### src/inc/mid_pkg.sv
// Constants and types shared by the instruction decoder.
// Assumes a single APB clock domain and 14-bit instruction words.
package mid_pkg;

	// Register byte addresses on the APB port.
	localparam logic [7:0] ADDR_INSTR = 8'h00;
	localparam logic [7:0] ADDR_COND = 8'h04;
	localparam logic [7:0] ADDR_DECODE = 8'h08;
	localparam logic [7:0] ADDR_FIELDS = 8'h0c;
	localparam logic [7:0] ADDR_STATUS = 8'h10;
	localparam logic [7:0] ADDR_PTR = 8'h14;
	localparam logic [7:0] ADDR_IADDR = 8'h18;

	// Bit positions in the condition register.
	localparam int COND_ZERO = 0;
	localparam int COND_TBIT = 1;

	// Written-flag masks, ordered {carry, digit carry, zero, timeout/power-down}.
	localparam logic [3:0] FM_NONE = 4'h0;
	localparam logic [3:0] FM_ZERO = 4'h2;
	localparam logic [3:0] FM_ARITH = 4'he;
	localparam logic [3:0] FM_POWER = 4'h1;

	// Cycle counts.
	localparam logic [1:0] CYC_ONE = 2'h1;
	localparam logic [1:0] CYC_TWO = 2'h2;
	localparam logic [1:0] CYC_THREE = 2'h3;

	// Reset values of the architectural state held here.
	localparam logic [15:0] PTR_RST = 16'h0000;
	localparam logic [4:0] BANK_RST = 5'h00;
	localparam logic [6:0] PCH_RST = 7'h00;

	typedef enum logic [5:0] {
		OP_NO_OPERATION, OP_DEC_SKIP_ZERO, OP_INC_SKIP_ZERO,
		OP_BIT_CLEAR, OP_BIT_SET, OP_TEST_SKIP_CLEAR, OP_TEST_SKIP_SET,
		OP_ADD_LITERAL, OP_SUB_LITERAL, OP_AND_LITERAL, OP_OR_LITERAL,
		OP_XOR_LITERAL, OP_LOAD_LITERAL, OP_BANK_SELECT_LOAD,
		OP_PC_HIGH_LOAD, OP_RELATIVE_BRANCH, OP_RELATIVE_BRANCH_BY_ACC,
		OP_SUB_CALL, OP_CALL_BY_ACC, OP_JUMP, OP_INTERRUPT_RETURN,
		OP_SUB_RETURN, OP_RETURN_WITH_LITERAL, OP_WATCHDOG_CLEAR,
		OP_STANDBY, OP_SOFT_RESET, OP_OPTION_LOAD, OP_DIRECTION_LOAD,
		OP_POINTER_ADD, OP_INDIRECT_LOAD, OP_INDIRECT_STORE,
		OP_INDEXED_LOAD, OP_INDEXED_STORE
	} mid_op_t;

	typedef enum logic [1:0] {SEQ_IDLE, SEQ_FIRST, SEQ_TAIL} mid_seq_t;

	typedef struct packed {
		logic [13:0] word;
		mid_op_t op;
		logic [6:0] faddr;
		logic [2:0] bsel;
		logic dest;
		logic [10:0] lit;
		logic pn;
		logic [1:0] mm;
		logic [3:0] fmask;
		logic pc_change;
		logic skip_taken;
		logic ind_extra;
		logic [1:0] cycles;
		logic [15:0] pnew;
		logic [15:0] iaddr;
	} mid_dec_t;

	typedef struct packed {
		mid_seq_t seq;
		logic [1:0] left;
		logic issue;
		mid_dec_t dec;
		logic [1:0] cond;
		logic [1:0][15:0] ptr;
		logic [4:0] bank;
		logic [6:0] pch;
		logic [31:0] rdata;
		logic slverr;
	} mid_state_t;

endpackage

### src/verilog/mid_decoder.sv
// Instruction decoder with APB register access and a cycle sequencer.
// Assumes the datapath reports skip conditions through the condition register
// before the word is written, and a zero-wait APB master on pclk.
//
// Contract
// - decrement-skip-zero, one cycle or two on skip
// - increment-skip-zero, extra cycle when result zero
// - bit clear/set, three-bit select, no flags
// - test-skip-clear, skip when selected bit clear
// - test-skip-set, skip when selected bit set
// - and/or/xor literal, zero flag only
// - add/subtract literal, carry digit zero flags
// - literal loads to accumulator or pc latch
// - bank select load of five-bit immediate
// - relative branches by literal or accumulator, two cycles
// - call, jump, accumulator call take two cycles
// - three return forms take two cycles
// - watchdog clear and standby write power flags
// - no-op, soft reset, option load, one cycle
// - direction load selected by three-bit field
// - pointer add of six-bit literal, one cycle
// - signed literal, sixteen-bit pointer wraps around
// - indexed indirect load and store via pointer
// - indirect load/store with pre/post increment/decrement
// - pc change or true skip: second cycle dead
// - indirect access with pointer msb adds cycle
// - destination bit selects accumulator or file
`timescale 1ns/100ps

module mid_decoder
	import mid_pkg::*;
(
	input wire logic pclk, // APB clock
	input wire logic presetn, // asynchronous reset, active low
	input wire logic psel, // APB select
	input wire logic penable, // APB enable
	input wire logic pwrite, // APB direction, high for write
	input wire logic [7:0] paddr, // APB byte address
	input wire logic [31:0] pwdata, // APB write data
	output logic [31:0] prdata, // APB read data
	output logic pready, // APB ready
	output logic pslverr, // APB error for unmapped address
	output mid_dec_t dec, // decoded instruction
	output logic issue, // one-cycle pulse on first execution cycle
	output logic busy, // instruction cycles in progress
	output logic dead_cycle // current cycle executes as no-operation
);

	mid_state_t r;
	mid_state_t n;
	mid_dec_t dn;
	logic acc_wr;
	logic start;
	logic hit;
	logic [31:0] rd_mux;

	function automatic mid_dec_t decode(
		input logic [13:0] w,
		input logic [1:0] c,
		input logic [1:0][15:0] p
	);
		mid_dec_t d;
		logic ind;
		logic fileop;
		logic [15:0] step;
		logic [15:0] off;
		d = '0;
		d.word = w;
		d.op = OP_NO_OPERATION;
		d.faddr = w[6:0];
		d.bsel = w[9:7];
		d.dest = w[7];
		d.lit = w[10:0];
		d.mm = w[1:0];
		d.fmask = FM_NONE;
		ind = 1'b0;
		fileop = 1'b0;
		off = {{10{w[5]}}, w[5:0]};
		case (w[13:12])
			2'b00: begin
				if (w[11:8] == 4'hb) begin
					d.op = OP_DEC_SKIP_ZERO;
					fileop = 1'b1;
					d.skip_taken = c[COND_ZERO];
				end else if (w[11:8] == 4'hf) begin
					d.op = OP_INC_SKIP_ZERO;
					fileop = 1'b1;
					d.skip_taken = c[COND_ZERO];
				end else if (w[11:8] == 4'h0) begin
					case (w[7:0])
						8'h00: d.op = OP_NO_OPERATION;
						8'h01: d.op = OP_SOFT_RESET;
						8'h62: d.op = OP_OPTION_LOAD;
						8'h08: d.op = OP_SUB_RETURN;
						8'h09: d.op = OP_INTERRUPT_RETURN;
						8'h0a: d.op = OP_CALL_BY_ACC;
						8'h0b: d.op = OP_RELATIVE_BRANCH_BY_ACC;
						8'h63: begin
							d.op = OP_STANDBY;
							d.fmask = FM_POWER;
						end
						8'h64: begin
							d.op = OP_WATCHDOG_CLEAR;
							d.fmask = FM_POWER;
						end
						default: begin
							if (w[7:3] == 5'h0c) begin
								d.op = OP_DIRECTION_LOAD;
								d.lit = {8'h00, w[2:0]};
							end else if (w[7:5] == 3'h1) begin
								d.op = OP_BANK_SELECT_LOAD;
								d.lit = {6'h00, w[4:0]};
							end else if (w[7:4] == 4'h1) begin
								d.op = w[3] ? OP_INDIRECT_STORE : OP_INDIRECT_LOAD;
								d.fmask = w[3] ? FM_NONE : FM_ZERO;
								d.pn = w[2];
								ind = p[w[2]][15];
							end
						end
					endcase
				end
			end
			2'b01: begin
				fileop = 1'b1;
				case (w[11:10])
					2'b00: d.op = OP_BIT_CLEAR;
					2'b01: d.op = OP_BIT_SET;
					2'b10: begin
						d.op = OP_TEST_SKIP_CLEAR;
						d.skip_taken = ~c[COND_TBIT];
					end
					default: begin
						d.op = OP_TEST_SKIP_SET;
						d.skip_taken = c[COND_TBIT];
					end
				endcase
			end
			2'b10: begin
				d.op = w[11] ? OP_JUMP : OP_SUB_CALL;
			end
			default: begin
				case (w[11:8])
					4'h0: d.op = OP_LOAD_LITERAL;
					4'h1: begin
						if (w[7]) begin
							d.op = OP_PC_HIGH_LOAD;
							d.lit = {4'h0, w[6:0]};
						end else begin
							d.op = OP_POINTER_ADD;
							d.pn = w[6];
						end
					end
					4'h2, 4'h3: d.op = OP_RELATIVE_BRANCH;
					4'h4: d.op = OP_RETURN_WITH_LITERAL;
					4'h8: begin
						d.op = OP_OR_LITERAL;
						d.fmask = FM_ZERO;
					end
					4'h9: begin
						d.op = OP_AND_LITERAL;
						d.fmask = FM_ZERO;
					end
					4'ha: begin
						d.op = OP_XOR_LITERAL;
						d.fmask = FM_ZERO;
					end
					4'hc: begin
						d.op = OP_SUB_LITERAL;
						d.fmask = FM_ARITH;
					end
					4'he: begin
						d.op = OP_ADD_LITERAL;
						d.fmask = FM_ARITH;
					end
					4'hf: begin
						d.op = w[7] ? OP_INDEXED_STORE : OP_INDEXED_LOAD;
						d.fmask = w[7] ? FM_NONE : FM_ZERO;
						d.pn = w[6];
						ind = p[w[6]][15];
					end
					default: d.op = OP_NO_OPERATION;
				endcase
			end
		endcase
		// destination only for byte file ops
		if (d.op != OP_DEC_SKIP_ZERO && d.op != OP_INC_SKIP_ZERO) begin
			d.dest = 1'b0;
		end
		// file address 0 or 1 reaches through a pointer
		if (fileop && d.faddr[6:1] == 6'h00) begin
			ind = p[d.faddr[0]][15];
		end
		d.ind_extra = ind;
		d.pc_change = (d.op inside {OP_RELATIVE_BRANCH, OP_RELATIVE_BRANCH_BY_ACC,
			OP_SUB_CALL, OP_CALL_BY_ACC, OP_JUMP, OP_INTERRUPT_RETURN,
			OP_SUB_RETURN, OP_RETURN_WITH_LITERAL});
		// one extra cycle for pc change or taken skip, one more for pointer msb
		d.cycles = CYC_ONE + {1'b0, d.pc_change | d.skip_taken} + {1'b0, ind};
		step = d.mm[0] ? 16'hffff : 16'h0001;
		d.pnew = p[d.pn];
		d.iaddr = p[d.pn];
		case (d.op)
			OP_POINTER_ADD: d.pnew = p[d.pn] + off;
			OP_INDEXED_LOAD, OP_INDEXED_STORE: d.iaddr = p[d.pn] + off;
			OP_INDIRECT_LOAD, OP_INDIRECT_STORE: begin
				d.pnew = p[d.pn] + step;
				d.iaddr = d.mm[1] ? p[d.pn] : d.pnew;
			end
			default: d.pnew = p[d.pn];
		endcase
		return d;
	endfunction

	assign acc_wr = psel & penable & pwrite;
	assign start = acc_wr & (paddr == ADDR_INSTR) & (r.seq == SEQ_IDLE);
	assign dn = decode(pwdata[13:0], r.cond, r.ptr);

	always_comb begin
		hit = 1'b1;
		case (paddr)
			ADDR_INSTR: rd_mux = {18'h0, r.dec.word};
			ADDR_COND: rd_mux = {30'h0, r.cond};
			ADDR_DECODE: rd_mux = {17'h0, r.dec.ind_extra, r.dec.skip_taken,
				r.dec.pc_change, r.dec.cycles, r.dec.fmask, r.dec.op};
			ADDR_FIELDS: rd_mux = {7'h0, r.dec.lit, r.dec.mm, r.dec.pn,
				r.dec.dest, r.dec.bsel, r.dec.faddr};
			ADDR_STATUS: rd_mux = {16'h0, r.pch, r.bank, r.left,
				r.seq == SEQ_TAIL, r.seq != SEQ_IDLE};
			ADDR_PTR: rd_mux = {r.ptr[1], r.ptr[0]};
			ADDR_IADDR: rd_mux = {16'h0, r.dec.iaddr};
			default: begin
				rd_mux = 32'h0;
				hit = 1'b0;
			end
		endcase
	end

	always_comb begin
		n = r;
		n.issue = 1'b0;
		case (r.seq)
			SEQ_IDLE: n.seq = SEQ_IDLE;
			SEQ_FIRST, SEQ_TAIL: begin
				if (r.left == 2'h0) begin
					n.seq = SEQ_IDLE;
				end else begin
					n.seq = SEQ_TAIL;
					n.left = r.left - 2'h1;
				end
			end
			default: n.seq = SEQ_IDLE;
		endcase
		// A word written while busy is dropped so the cycle count stays exact.
		if (start) begin
			n.dec = dn;
			n.issue = 1'b1;
			n.seq = SEQ_FIRST;
			n.left = dn.cycles - 2'h1;
			if (dn.op inside {OP_POINTER_ADD, OP_INDIRECT_LOAD, OP_INDIRECT_STORE}) begin
				n.ptr[dn.pn] = dn.pnew;
			end
			if (dn.op == OP_BANK_SELECT_LOAD) begin
				n.bank = dn.lit[4:0];
			end
			if (dn.op == OP_PC_HIGH_LOAD) begin
				n.pch = dn.lit[6:0];
			end
			if (dn.op == OP_SOFT_RESET) begin
				n.ptr = {PTR_RST, PTR_RST};
				n.bank = BANK_RST;
				n.pch = PCH_RST;
			end
		end
		if (acc_wr && paddr == ADDR_COND) begin
			n.cond = pwdata[1:0];
		end
		// Read data is captured in setup so it comes from a flop in access.
		if (psel && !penable) begin
			n.rdata = pwrite ? 32'h0 : rd_mux;
			n.slverr = ~hit;
		end
	end

	always_ff @(posedge pclk or negedge presetn) begin
		if (!presetn) begin
			r <= '0;
		end else begin
			r <= n;
		end
	end

	assign prdata = r.rdata;
	assign pslverr = r.slverr & psel & penable;
	assign pready = 1'b1;
	assign dec = r.dec;
	assign issue = r.issue;
	assign busy = r.seq != SEQ_IDLE;
	assign dead_cycle = r.seq == SEQ_TAIL;
endmodule
### config.mk
export PLATFORM = sky130hd
export DESIGN_NAME = mid_decoder
export DESIGN_NICKNAME = d
export VERILOG_FILES = /design/src/inc/mid_pkg.sv /design/src/verilog/mid_decoder.sv
export SDC_FILE = /design/constraint.sdc
export NUM_CORES = 1
export LEC_CHECK = 0
export BUFFER_PORTS_ARGS = -buffer_cell sky130_fd_sc_hd__buf_2
export CAP_MARGIN = 20
export CORE_MARGIN = 8
export CORE_UTILIZATION = 53
export CTS_CLUSTER_DIAMETER = 80
export DETAILED_ROUTE_END_ITERATION = 6
export PLACE_DENSITY = 0.78
export REMOVE_ABC_BUFFERS = 1
export SYNTH_ARGS = -nofsm -noshare
export SYNTH_HDL_FRONTEND = slang
export SYNTH_SLANG_ARGS = --single-unit
### constraint.sdc
create_clock -name pclk -period 3.5 [get_ports pclk]
set_clock_uncertainty 0.05 [all_clocks]
set_input_delay 0.175 -clock pclk [delete_from_list [all_inputs] [get_ports pclk]]
set_output_delay 0.175 -clock pclk [all_outputs]
set_load 0.02 [all_outputs]
=== Yosys cells after proc, flatten, opt, wreduce, memory -nomap -nowiden ===
Index checks and enable logic that the tools add are counted.

* Muxes and demuxes: 84
* Eq/ne operators: 53
* Add/sub/neg operators: 6
* Bitwise logic cells: 9
* $lt $le $gt $ge: 5
* Reductions and logical operators: 37

{| class="wikitable"
|+ Operators by type and width
! kind !! count
|-
| 32-bit case mux with 7 select lines || 1
|-
| 16-bit 2-to-1 mux || 11
|-
| 91-bit 2-to-1 mux || 1
|-
| 6-bit by 5-bit equality test with 1-bit output, second input constant || 12
|-
| 32-bit 2-to-1 mux || 2
|-
| 16-bit case mux with 2 select lines || 2
|-
| 6-bit case mux with 10 select lines || 1
|-
| 8-bit by 4-bit equality test with 1-bit output, second input constant || 6
|-
| 12-bit 2-to-1 mux || 4
|-
| 5-bit case mux with 9 select lines || 1
|-
| 11-bit 2-to-1 mux || 4
|-
| 44-bit 2-to-1 mux || 1
|-
| 5-bit 2-to-1 mux || 8
|-
| 16-bit adder || 2
|-
| 32-bit bitwise mux || 1
|-
| 4-bit equality test, second input constant || 7
|-
| 2-bit 2-to-1 mux || 14
|-
| 8-bit by 5-bit equality test with 1-bit output, second input constant || 3
|-
| 8-bit by 7-bit equality test with 1-bit output, second input constant || 3
|-
| 12-bit case mux with 2 select lines || 1
|-
| 1-bit 2-to-1 mux || 19
|-
| 6-bit by 4-bit equality test with 1-bit output, second input constant || 3
|-
| 6-bit case mux with 3 select lines || 1
|-
| 16-bit demux with 1-bit select || 1
|-
| 42 further kinds || 85
|}

* Output and inout port bits: 123
* Word-level logic and storage cells: 219
* Input bits: 45
* Bits in registers: 170

=== Depth between registers and ports, before layout ===
Gate-level depths: netlist of run 1.

* Depth in word-level cells: 16
* Depth in mapped cells: 21
* Depth with buffers taken out: 18

=== Worst setup path before layout of run 1 ===
OpenSTA, ideal clock, no wires.

* Path kind: in2reg
* Start point: input port pwdata[10]
* End point: register r[76] (netlist bit)
* Cell stages on the path: 19
* Setup slack: -1446 ps
* Path buffers: 3
* Setup time: 116 ps
* Arrival: 4780 ps
* Cell sequence: inv_1 ha_1 clkbuf_1 nor3b_1 o2111a_1 a31o_2 buf_1 clkbuf_1 mux2i_1 inv_1 ha_1 a21oi_1 o21ai_0 a221o_1 a2111o_1 a2111o_1 o311ai_1 mux2_2 o311ai_0

* Cells in the longest elaborated chain, start to end: 12
* Elaborated cells between the ends (all ways): 48
* Classes of those cells: add/sub: 2; order compare: 2; eq/ne: 17; mux: 19; reduce/logical: 8

{| class="wikitable"
|+ RTL lines
! what !! RTL line !! RTL
|-
| start, declared || mid_decoder.sv:39 || <nowiki>input wire logic [31:0] pwdata,</nowiki>
|-
| 4-bit zero test || mid_decoder.sv:89, mid_decoder.sv:142 ||
|-
| 12-bit 2-to-1 mux || mid_decoder.sv:89 || <nowiki>end else if (w[11:8] == 4'h0) begin</nowiki>
|-
| 12-bit 2-to-1 mux || mid_decoder.sv:85 || <nowiki>end else if (w[11:8] == 4'hf) begin</nowiki>
|-
| 12-bit 2-to-1 mux || mid_decoder.sv:81 || <nowiki>if (w[11:8] == 4'hb) begin</nowiki>
|-
| 12-bit case mux with 2 select lines || mid_decoder.sv:79 || <nowiki>case (w[13:12])</nowiki>
|-
| 16-bit 2-to-1 mux (not written as such) (tied with other cells) || -- ||
|-
| 16-bit 2-to-1 mux (not written as such) or 1-bit logical AND (tied branches) || -- ||
|-
| 16-bit adder (tied with other cells) || mid_decoder.sv:206 || <nowiki>d.pnew = p[d.pn] + step;</nowiki>
|-
| 16-bit case mux with 2 select lines or 16-bit demux with 1-bit select (tied branches) || mid_decoder.sv:202, mid_decoder.sv:260 ||
|-
| 32-bit bitwise mux || mid_decoder.sv:260 || <nowiki>n.ptr[dn.pn] = dn.pnew;</nowiki>
|-
| 32-bit 2-to-1 mux || mid_decoder.sv:259 || <nowiki>if (dn.op inside {OP_POINTER_ADD, OP_INDIRECT_LOAD, OP_INDIRECT_STORE}) begin</nowiki>
|-
| 44-bit 2-to-1 mux || mid_decoder.sv:268 || <nowiki>if (dn.op == OP_SOFT_RESET) begin</nowiki>
|-
| end signal, assigned || mid_decoder.sv:288 || <nowiki>r <= n;</nowiki>
|-
| end, declared || mid_decoder.sv:49 || <nowiki>mid_state_t r;</nowiki>
|}

Parallel ways exist; a longest one is shown, timed or not. The select of a mux whose other input is x is not followed.
A chain may end at the register's enable or synchronous reset.

=== Worst setup path after layout of run 1 ===
* Start point: input port pwdata[11]
* End point: register r[76] (netlist bit)

The elaborated chain is that of the path after synthesis.

==> results by group, run 1 <==
Outcome
  • Outcome: finished with violations
  • Violated checks: negative setup slack

Clocking
  • CTS tree: done
  • H-tree levels: 4
  • CTS Sinks: 153
  • Clk_lat worst skew: 440 ps
  • Clk pin slew, worst setup/hold paths: 70 ps
  • CTS root buffer: clkbuf_16
  • CTS buffer count: 17
  • Clock buffer depth: 2

Worst hold path
  • Hold/Removal Path Class: in2reg

Critical path
  • Cell Chain, Critical Path: buf_8, inv_6, ha_4, nor3b_2, o2111a_1, a31o_4, buf_6, buf_6, nand2_1, nand2_1, ha_1, or2_2, a2111o_1, a2111o_1, o311ai_2, buf_4, mux2_4, o311ai_4
  • WP data required: 3790 ps
  • CP endpoint kind: register
  • Crit-path max FO: 12
  • Startpoint types: primary input
  • Critical path's slowest cell: a2111o_1
  • Critical path class: in2reg
  • Crit-path max cell delay: 410 ps
  • Worst EP arrival: 3880 ps

Timing
  • Max Clk Rate: 279 MHz
  • Final Slew Violations: 0
  • Final Critical Period: 3590 ps
  • Setup ws final: -88.9 ps
  • RSZ-0062 raised after global routing: yes
  • Final setup viols: 4
  • Slew @ Worst Pin: 920 ps
  • Hold Vio Cnt, Final: 0
  • Final worst-path cycle share: 103%
  • Max_slew headroom: 38.7%

Layout
  • Filler Cell Count: 1601
  • Seq. cell area: 3830 sq um
  • Area occupied by multi-input gates: 6170 sq um
  • Layout cell share with drive strength beyond 1: 36.4%
  • Synth-to-layout area growth: 26.7%
  • Nets: 1556
  • Commonest non-fill, non-tap cell in the layout: buf_4
  • Final instance area: 13700 sq um
  • N_diodes: 0
  • Most frequent cells in the layout: buf_4, nand2_1, dfrtp_1

Synthesis
  • Post-synthesis register bit count: 153
  • Distinct cell type count after synthesis: 86
  • Number of flops mapped to enable cells by yosys: 0
  • Syn. warnings: 0
  • Yosys top cell by area: dfrtp_1
  • Ys flop type: dfrtp_1
  • Mapped Cells: 1251
  • Post-synth top area share: 35.5%
  • Mean Syn Cell Area: 8.62 sq um
  • Sequential area share after synthesis: 35.5%
  • Synth async-reset ratio: 100%
  • Post-synthesis instance area: 10800 sq um
  • Synth top area cells: dfrtp_1, buf_4, nand2_1

GRT
  • Vias in the first global route: 10.5k
  • Gr ovfl total: 0
  • Pin count of the biggest net entering global routing: 78
  • First-pass GRT wire length: 61800 um
  • Tot GR Track Use: 32.6%
  • Initial antenna violation count: 0

Drt
  • Via Count: 10.9k
  • Post-route ant nets: 0
  • DR pass1 iterations: 5
  • Remaining DRCs: 0
  • Post-Route WL: 41000 um
  • DR vias/cell: 6.22
  • Starting DRT DRC Count: 1357
  • DR WL/cell: 23.4 um

Place
  • Routability cong.: 1.03
  • Dpl hpwl: 31300 um
  • Number of port buffers: 148
  • Worst slack, placed: -914 ps
  • Placed Instance Area: 12400 sq um

Flow run
  • # Max-Cap Violations: 0

Power and ir drop
  • PD cells: 303 nW/um^2
  • Peak VDD IR: 0.364 mV
  • Leak pwr: 6.78 nW

Floorplan
  • DIE AREA: 25200 sq um
  • I/O Pins: 168
  • Initial Utilization: 53.6%
  • Row count: 52
  • DIE WIDTH: 159 um
  • Die Y: 159 um
  • Core footprint: 20100 sq um
## routing by layer
| layer | GRT usage (%) | wire length (um) |
|---|---|---|
| met5 | 0 | 0 |
| met1 | 43.6 | 16700 |
| met4 | 17.4 | 2130 |
| met3 | 6.51 | 4290 |
| met2 | 49.0 | 17900 |
## per-stage QoR
step	instances	util [%]	hold slack (ps)	setup TNS (ps)	total power, W
4_1_cts	1743	66.1	16.9	-326	0.00410
6_report	1747	67.9	5.52	-149	0.00414
3_5_place_dp	1705	61.8	198	-25080	0.00235
2_1_floorplan	1064	-	-171	-87910	0.00205
3_3_place_gp	1705	61.8	185	-18820	0.00234
5_1_grt	1747	67.9	35.7	-787	0.00425
## path summary, 6_finish.rpt
check                           start        end  slack [ps]  cells after the start
hold reg to reg             prdata[8]  prdata[8]         420                      1
hold / removal             pwdata[12]    dec[84]           6                      3
max in group asynchronous     presetn    dec[29]        2250                      3
setup / recovery           pwdata[11]      r[76]         -90                     18
setup reg to reg                r[66]      r[76]         220                     10
min in group asynchronous     presetn    dec[82]         280                      2
## critical path, delay by kind of cell
kind                       cells  cell delay (ps)
AOI/OAI and AO/OA              6             1640
adders and majority gates      2              410
buffers and inverters          5              620
muxes                          1              320
and+or+nand+nor                4              680
## repair_timing
action / CTS / global route
gates resized for setup: 54 / 78
buffers inserted: 5 / 5
hold buffers: 1 / 0
pin swaps: 19 / 37
gates cloned: 0 / 0
setup endpoints to repair: 34 / 35
endpoints found under the hold margin: 75 / 0
## Yosys cell counts (all sizes together) (5+ instances only)
| cell type | count |
|---|---|
| a211oi | 11 |
| ha | 45 |
| buf | 144 |
| clkbuf | 43 |
| a22oi | 31 |
| a222oi | 12 |
| mux2 | 21 |
| o21a | 5 |
| o22ai | 7 |
| nand3b | 5 |
| nand4 | 6 |
| xnor2 | 16 |
| inv | 33 |
| a21oi | 48 |
| nand2 | 204 |
| a221o | 6 |
| a22o | 17 |
| nand3 | 32 |
| and3 | 11 |
| and2 | 11 |
| a221oi | 12 |
| and4 | 6 |
| o22a | 9 |
| a21boi | 6 |
| nor2 | 71 |
| a21o | 17 |
| or2 | 5 |
| a31oi | 11 |
| or3 | 7 |
| o31ai | 6 |
| dfrtp | 153 |
| nor2b | 13 |
| nand2b | 9 |
| nor3 | 19 |
| xor2 | 11 |
| mux2i | 10 |
| o2bb2ai | 14 |
| o21ai | 97 |
## final cells by class
cell class	count	share of cell area (%)
Clock inverter	13	0.797
Tap cell	270	2.47
Clock buffer	19	3.32
Multi-Input combinational cell	878	45.2
Timing Repair Buffer	381	19.2
Inverter	33	0.999
Sequential cell	153	28.0
## sequential cells by signal, summed over array words and instances (netlist names)
| register | flops |
|---|---|
| prdata | 32 |
| dec | 70 |
| r | 51 |
## logic make-up after synthesis
family          after synthesis  share of synthesized area [%]
xor+xnor                     27                           2.19
fa+ha+maj                    47                           5.60
other cells                   1                         0.0348
mux                          31                           3.12
simple gates                421                           18.5
flops                       153                           35.5
compound gates              351                           22.8
buf+inv                     220                           12.2
## power by group
part           leakage, nW  internal (W)  switching [W]
registers             2.12       0.00178      0.0000146
logic                 4.38      0.000230       0.000349
clock network        0.275      0.000963       0.000805
No activity file was read; power rests on OpenSTA's default activity.
==> run 2, diff against run 1 <==
--- a/config.mk
+++ b/config.mk
@@ -13,6 +13,7 @@
 export DETAILED_ROUTE_END_ITERATION = 6
 export PLACE_DENSITY = 0.78
 export REMOVE_ABC_BUFFERS = 1
+export SETUP_SLACK_MARGIN = 0.5
 export SYNTH_ARGS = -nofsm -noshare
 export SYNTH_HDL_FRONTEND = slang
 export SYNTH_SLANG_ARGS = --single-unit
==> run 2 against run 1 <==
  * The run still ends with negative setup slack left
  * Sequential share of layout area fell by 1.6 points
  * Register-to-register slack barely moved
  * Sequential power barely moved
  * Non-clock buffer count rose by 27
  * Combinational power rose by 9.7%
  * Clock-buffer cell count did not move
  * Design area rose by 6.1%
  * Worst hold slack improved by 2.4 ps
  * Total power rose by 1.2%
  * Die area did not move
  * Critical path type unchanged
  * Critical endpoint is now dec[28]
  * Largest cell class unchanged
  * Largest power group unchanged
==> results by group, run 2 (synthesis gave the netlist of run 1 again) <==
Power and ir drop
  • Comb pwr share: 15.2% (+1.2 points)
  • Clock network power share: 42.0% (-0.7 points)
  • P_sw: 0.00119 W (+1.5%)
  • Leak pwr: 7.11 nW (+4.9%)
  • Peak VDD IR: 0.345 mV (-5.2%)
  • Sequential power share: 42.8% (-0.5 points)
  • Switching share of power: 28.3% (+0.080 points)
  • Tot Pwr: 0.00419 W (+1.2%)
  • PD cells: 289 nW/um^2 (-4.6%)
  • Pint: 0.00300 W (+1.1%)

GRT
  • Grt met3 use: 6.54% (+0.027 points)
  • Vias in the first global route: 10.9k (+3.3%)
  • Gr ovfl total: 0 (unchanged)
  • Initial antenna violation count: 0 (unchanged)
  • Tot GR Track Use: 33.7% (+1.1 points)
  • First-pass GRT wire length: 63700 um (+3.2%)
  • Grt peak-use layer: met2
  • GR Util met1: 44.3% (+0.74 points)
  • Pin count of the biggest net entering global routing: 78 (unchanged)
  • Met2 Track Usage GR: 51.3% (+2.4 points)

Clocking
  • Clk pin slew, worst setup/hold paths: 70 ps (about the same)
  • Clk_lat worst skew: 430 ps (about the same)
  • H-tree levels: 4 (unchanged)
  • CTS buffer count: 17 (unchanged)
  • Clock buffer depth: 2 (unchanged)
  • CTS root buffer: clkbuf_16
  • CTS Sinks: 153 (unchanged)
  • CTS tree: done

Outcome
  • Outcome: finished with violations
  • Violated checks: negative setup slack

Drt
  • DR pass1 iterations: 6 (+1)
  • Remaining DRCs: 0 (unchanged)
  • DR vias/cell: 6.30 (+1.2%)
  • DR WL/cell: 24.0 um (+2.2%)
  • Post-Route WL: 42500 um (+3.8%)
  • Post-route ant nets: 0 (unchanged)
  • Starting DRT DRC Count: 1437 (+5.9%)
  • Via Count: 11.2k (+2.8%)

Place
  • Dpl hpwl: 31300 um (unchanged)
  • Routability cong.: 1.03 (unchanged)
  • Number of port buffers: 148 (unchanged)

Floorplan
  • Die Y: 159 um (unchanged)
  • DIE WIDTH: 159 um (unchanged)
  • DIE AREA: 25200 sq um (unchanged)
  • Core footprint: 20100 sq um (unchanged)
  • Initial Utilization: 53.6% (unchanged)
  • I/O Pins: 168 (unchanged)
  • Row count: 52 (unchanged)

Critical path
  • Critical path class: in2reg
  • Startpoint types: primary input
  • CP endpoint kind: register
  • WP data required: 3800 ps (about the same)
  • Reg2reg path depth: 10 (unchanged)
  • Worst EP arrival: 3900 ps (+20 ps)
  • Crit-path max FO: 7 (-5)

Timing
  • RSZ-0062 raised after global routing: yes
  • Final worst-path cycle share: 103% (+0.39 points)
  • Slew @ Worst Pin: 910 ps (-9.50 ps)
  • Max Clk Rate: 278 MHz (-0.38%)
  • Final setup viols: 8 (+4)
  • Final Slew Violations: 0 (unchanged)
  • WHS: 7.94 ps (+2.41 ps)
  • Max_slew headroom: 39.3% (+0.63 points)
  • Final Critical Period: 3600 ps (+13.6 ps)
  • Hold Vio Cnt, Final: 0 (unchanged)
  • Setup ws final: -103 ps (-13.6 ps)

Worst hold path
  • Hold/Removal Path Class: in2reg
  • WHS Path Cells: 3 (unchanged)

Layout
  • Most frequent cells in the layout: buf_4, nand2_1, dfrtp_1
  • Layout cell share with drive strength beyond 1: 42.1% (+5.7 points)
  • Synth-to-layout area growth: 34.4%
  • Commonest non-fill, non-tap cell in the layout: buf_4
  • N_diodes: 0 (unchanged)
  • Flip-flop count of the largest register after layout: 70 (unchanged)
  • Nets: 1583 (+1.7%)

Flow run
  • # Max-Cap Violations: 0 (unchanged)
==> run 2: stage by stage <==
stage	cell area, sq um	cells	setup WS [ps]	setup TNS [ps]	util (%)
4_1_cts	13900	1757	-159	-276	69.2
6_report	14500	1774	-103	-485	72.0
3_5_place_dp	12400	1705	-914	-25080	61.8
5_1_grt	14500	1774	-191	-1750	72.0
3_3_place_gp	12400	1705	-753	-18820	61.8
2_1_floorplan	9590	1064	-1580	-87910	-
==> run 2: what timing repair did <==
item / 4_1_cts / 5_1_grt
setup buffers: 19 / 17
pin swaps: 61 / 69
resized for setup: 178 / 91
hold endpoints to repair: 75 / 0
hold buffers: 1 / 0
cloned: 0 / 0
setup endpoints to repair: 58 / 56
==> run 2: power by group through the flow <==
| stage | Clock [W] | Combinational [W] | Sequential [W] |
|---|---|---|---|
| after floorplan | 0 | 0.000217 | 0.00183 |
| after global routing | 0.00184 | 0.000675 | 0.00179 |
| after CTS | 0.00176 | 0.000583 | 0.00179 |
| final | 0.00176 | 0.000635 | 0.00179 |
| after global placement | 0 | 0.000517 | 0.00182 |
| after detailed placement | 0 | 0.000522 | 0.00182 |
==> run 2: worst paths after layout <==
path / start / endpoint / slack [ps]
max: pwdata[11] / dec[28] / -100
min: pwdata[12] / dec[84] / 8
max reg2reg: r[66] / r[76] / 220
min reg2reg: prdata[8] / prdata[8] / 420
max in group asynchronous: presetn / dec[29] / 2240
min in group asynchronous: presetn / dec[82] / 280
==> run 2: area by class of cell <==
type	instances	area, sq um
clock inverters	13	109
clock buffers	19	453
inverters	33	134
flip-flops and latches	153	3830
well taps	270	338
multi-input cells	878	6710
repair buffers	408	2900
fillers	1494	5620
==> run 2: worst max-delay path: stages <==
cell and delay [ps]:
buf_8 90, inv_6 30, ha_4 150, nor3b_2 150
o2111a_1 260, a31o_4 280, buf_6 130, mux2_4 330
ha_4 180, fa_2 350, nand3_2 80, nand2_2 70
a211oi_2 230, buf_4 180, nor2_4 50, a21oi_2 160
o21bai_1 90, xnor2_1 160, buf_4 150, a221o_1 420
o21ai_1 160
==> run 2: metal layers <==
| metal | part of all wire, % | vias up |
|---|---|---|
| li1 | - | 4871 |
| met4 | 4.8 | 0 |
| met3 | 12 | 136 |
| met1 | 38 | 5393 |
| met5 | 0 | - |
| met2 | 45 | 771 |
==> run 3, diff against run 2 <==
--- a/config.mk
+++ b/config.mk
@@ -5,12 +5,12 @@
 export SDC_FILE = /design/constraint.sdc
 export NUM_CORES = 1
 export LEC_CHECK = 0
-export BUFFER_PORTS_ARGS = -buffer_cell sky130_fd_sc_hd__buf_2
 export CAP_MARGIN = 20
 export CORE_MARGIN = 8
-export CORE_UTILIZATION = 53
+export CORE_UTILIZATION = 59
 export CTS_CLUSTER_DIAMETER = 80
 export DETAILED_ROUTE_END_ITERATION = 6
+export DONT_BUFFER_PORTS = 1
 export PLACE_DENSITY = 0.78
 export REMOVE_ABC_BUFFERS = 1
 export SETUP_SLACK_MARGIN = 0.5
==> run 3 against run 2 <==
  * The flow finishes with violations (negative hold slack, negative setup slack)
  * Combinational power decreased by 25%
  * Clock-buffer cell count decreased by 1
  * Die area decreased by 9.2%
  * Highest routed layer is now met5
  * Via count decreased by 5.2%
==> results by group, run 3 (synthesis gave the netlist of run 1 again) <==
Drt
  • Remaining DRCs: 0 (unchanged)
  • Starting DRT DRC Count: 1600 (+11%)
  • Post-route ant nets: 0 (unchanged)
  • DR pass1 iterations: 7 (+1)
  • DR vias/cell: 6.94 (+10%)
  • DR WL/cell: 26.5 um (+11%)
  • Post-Route WL: 40500 um (-4.7%)
  • Via Count: 10.6k (-5.2%)

Layout
  • Commonest non-fill, non-tap cell in the layout: nand2_1
  • Most frequent cells in the layout: nand2_1, buf_4, dfrtp_1
  • Filler Cell Count: 1234 (-17%)
  • Flip-flop count of the largest register after layout: 70 (unchanged)
  • Synth-to-layout area growth: 22.1%
  • Area occupied by multi-input gates: 6570 sq um (-2.1%)
  • N_diodes: 0 (unchanged)
  • Final core utilization: 73.2% (+1.2 points)
  • Layout cell share with drive strength beyond 1: 30.0% (-12 points)
  • Seq. cell area: 3830 sq um (unchanged)
  • Nets: 1378 (-13%)

Timing
  • Final worst-path cycle share: 105% (+1.6 points)
  • Hold Vio Cnt, Final: 153 (+153)
  • Setup ws final: -159 ps (-56.7 ps)
  • Final Critical Period: 3660 ps (+56.7 ps)
  • Max Clk Rate: 273 MHz (-1.5%)
  • RSZ-0062 raised after global routing: yes
  • Post-Route Setup TNS: -382 ps (+103 ps)
  • WHS: -618 ps (-626 ps)
  • Slew @ Worst Pin: 1100 ps (+188 ps)
  • Final setup viols: 4 (-4)
  • Max_slew headroom: 26.2% (-13 points)
  • Final Slew Violations: 0 (unchanged)

Power and ir drop
  • Sequential power share: 41.7% (-1.1 points)
  • Switching share of power: 24.9% (-3.4 points)
  • Pint: 0.00326 W (+8.6%)
  • Clock network power share: 47.3% (+5.3 points)
  • P_sw: 0.00108 W (-8.9%)
  • Peak VDD IR: 0.458 mV (+33%)
  • PD cells: 330 nW/um^2 (+14%)
  • Leak pwr: 6.04 nW (-15%)
  • Comb pwr share: 11.0% (-4.2 points)

Floorplan
  • DIE AREA: 22800 sq um (-9.2%)
  • Die Y: 151 um (-4.7%)
  • Initial Utilization: 60.0% (+6.4 points)
  • I/O Pins: 168 (unchanged)
  • Row count: 49 (-5.8%)
  • Core footprint: 18000 sq um (-11%)
  • DIE WIDTH: 151 um (-4.7%)

Place
  • Dpl hpwl: 27800 um (-11%)
  • Number of port buffers: 0 (-100%)
  • Routability cong.: 1.04 (+1.0%)

Clocking
  • CTS root buffer: clkbuf_16
  • H-tree levels: 4 (unchanged)
  • CTS Sinks: 153 (unchanged)
  • CTS buffer count: 17 (unchanged)
  • Clk pin slew, worst setup/hold paths: 60 ps (about the same)
  • CTS tree: done
  • Clock buffer depth: 2 (unchanged)
  • Clk_lat worst skew: 440 ps (about the same)
  • CTS Hold Bufs: 15 (+14)

GRT
  • Vias in the first global route: 9771 (-10%)
  • Gr ovfl total: 0 (unchanged)
  • Tot GR Track Use: 34.1% (+0.41 points)
  • Initial antenna violation count: 1 (+1)
  • First-pass GRT wire length: 58600 um (-8.1%)
  • Pin count of the biggest net entering global routing: 154 (+97%)

Critical path
  • WP data required: 3770 ps (-30 ps)
  • Critical path class: in2reg
  • Startpoint types: primary input
  • Crit-path max FO: 8 (+1)
  • Worst EP arrival: 3930 ps (+30 ps)
  • CP endpoint kind: register

Worst hold path
  • Hold/Removal Path Class: in2async

Outcome
  • Outcome: finished with violations
  • Violated checks: negative hold slack, negative setup slack

Flow run
  • # Max-Cap Violations: 0 (unchanged)
==> run 3: power by group through the flow <==
stage               combinational [W]  sequential, W  clock (W)
floorplan                    0.000217        0.00183          0
global placement             0.000354        0.00184          0
detailed placement           0.000358        0.00184          0
CTS                          0.000408        0.00181    0.00205
global route                 0.000499        0.00181    0.00212
finish                       0.000476        0.00181    0.00206
==> run 3: final cells by class <==
cell class / count / area share [%]
Multi-Input combinational cell: 878 / 49.9
Clock buffer: 18 / 3.26
Sequential cell: 153 / 29.1
Timing Repair Buffer: 203 / 12.8
Tap cell: 229 / 2.18
Inverter: 33 / 1.12
Clock inverter: 13 / 1.64
==> run 3: metrics by stage <==
stage	area (sq um)	hold slack, ps	setup WS (ps)	instances	power [W]
final	13200	-618	-159	1527	0.00434
after global routing	13200	-622	-279	1527	0.00443
after detailed placement	11100	-168	-727	1453	0.00220
after floorplan	9590	-171	-1580	1064	0.00205
after CTS	12500	-620	-3.72	1508	0.00426
after global placement	11100	-167	-634	1453	0.00220
==> run 3: worst paths after layout <==
check                                start      end  slack, ps  cells past startpoint
worst max-delay path            pwdata[10]    r[60]       -160                     19
worst min-delay path               presetn  dec[79]       -620                      0
worst max register to register       r[50]    r[60]        110                     11
worst min register to register        r[0]     r[0]        450                      1
max in group asynchronous          presetn   dec[7]       3740                      0
min in group pclk                 paddr[2]     r[0]          0                      3
==> run 3: layer usage <==
metal | vias to the layer above | share of wire, % | global-route usage [%]
li1 | 4473 | - | -
met1 | 5053 | 37 | 43.4
met2 | 867 | 43 | 49.5
met3 | 200 | 13 | 11.1
met4 | 2 | 6.9 | 20.7
met5 | - | 0.032 | 0
==> run 3: worst max-delay path: stages <==
cell and delay (ps):
inv_8 30, ha_4 130, nor3b_4 170, o2111a_1 260
a31o_4 220, clkinvlp_4 240, nand2_2 150, nand2_4 80
ha_2 210, a21oi_2 170, o21ai_2 90, a221o_1 350
a2111o_1 400, a2111o_1 440, o311ai_4 130, buf_4 180
xor2_1 50, and3_1 180, a221o_1 250
==> run 3: what timing repair did <==
item	CTS	global route
endpoints found under the setup margin	50	56
buffers inserted	9	19
endpoints found under the hold margin	180	153
pin swaps	50	62
gates cloned	0	0
resized for setup	118	105
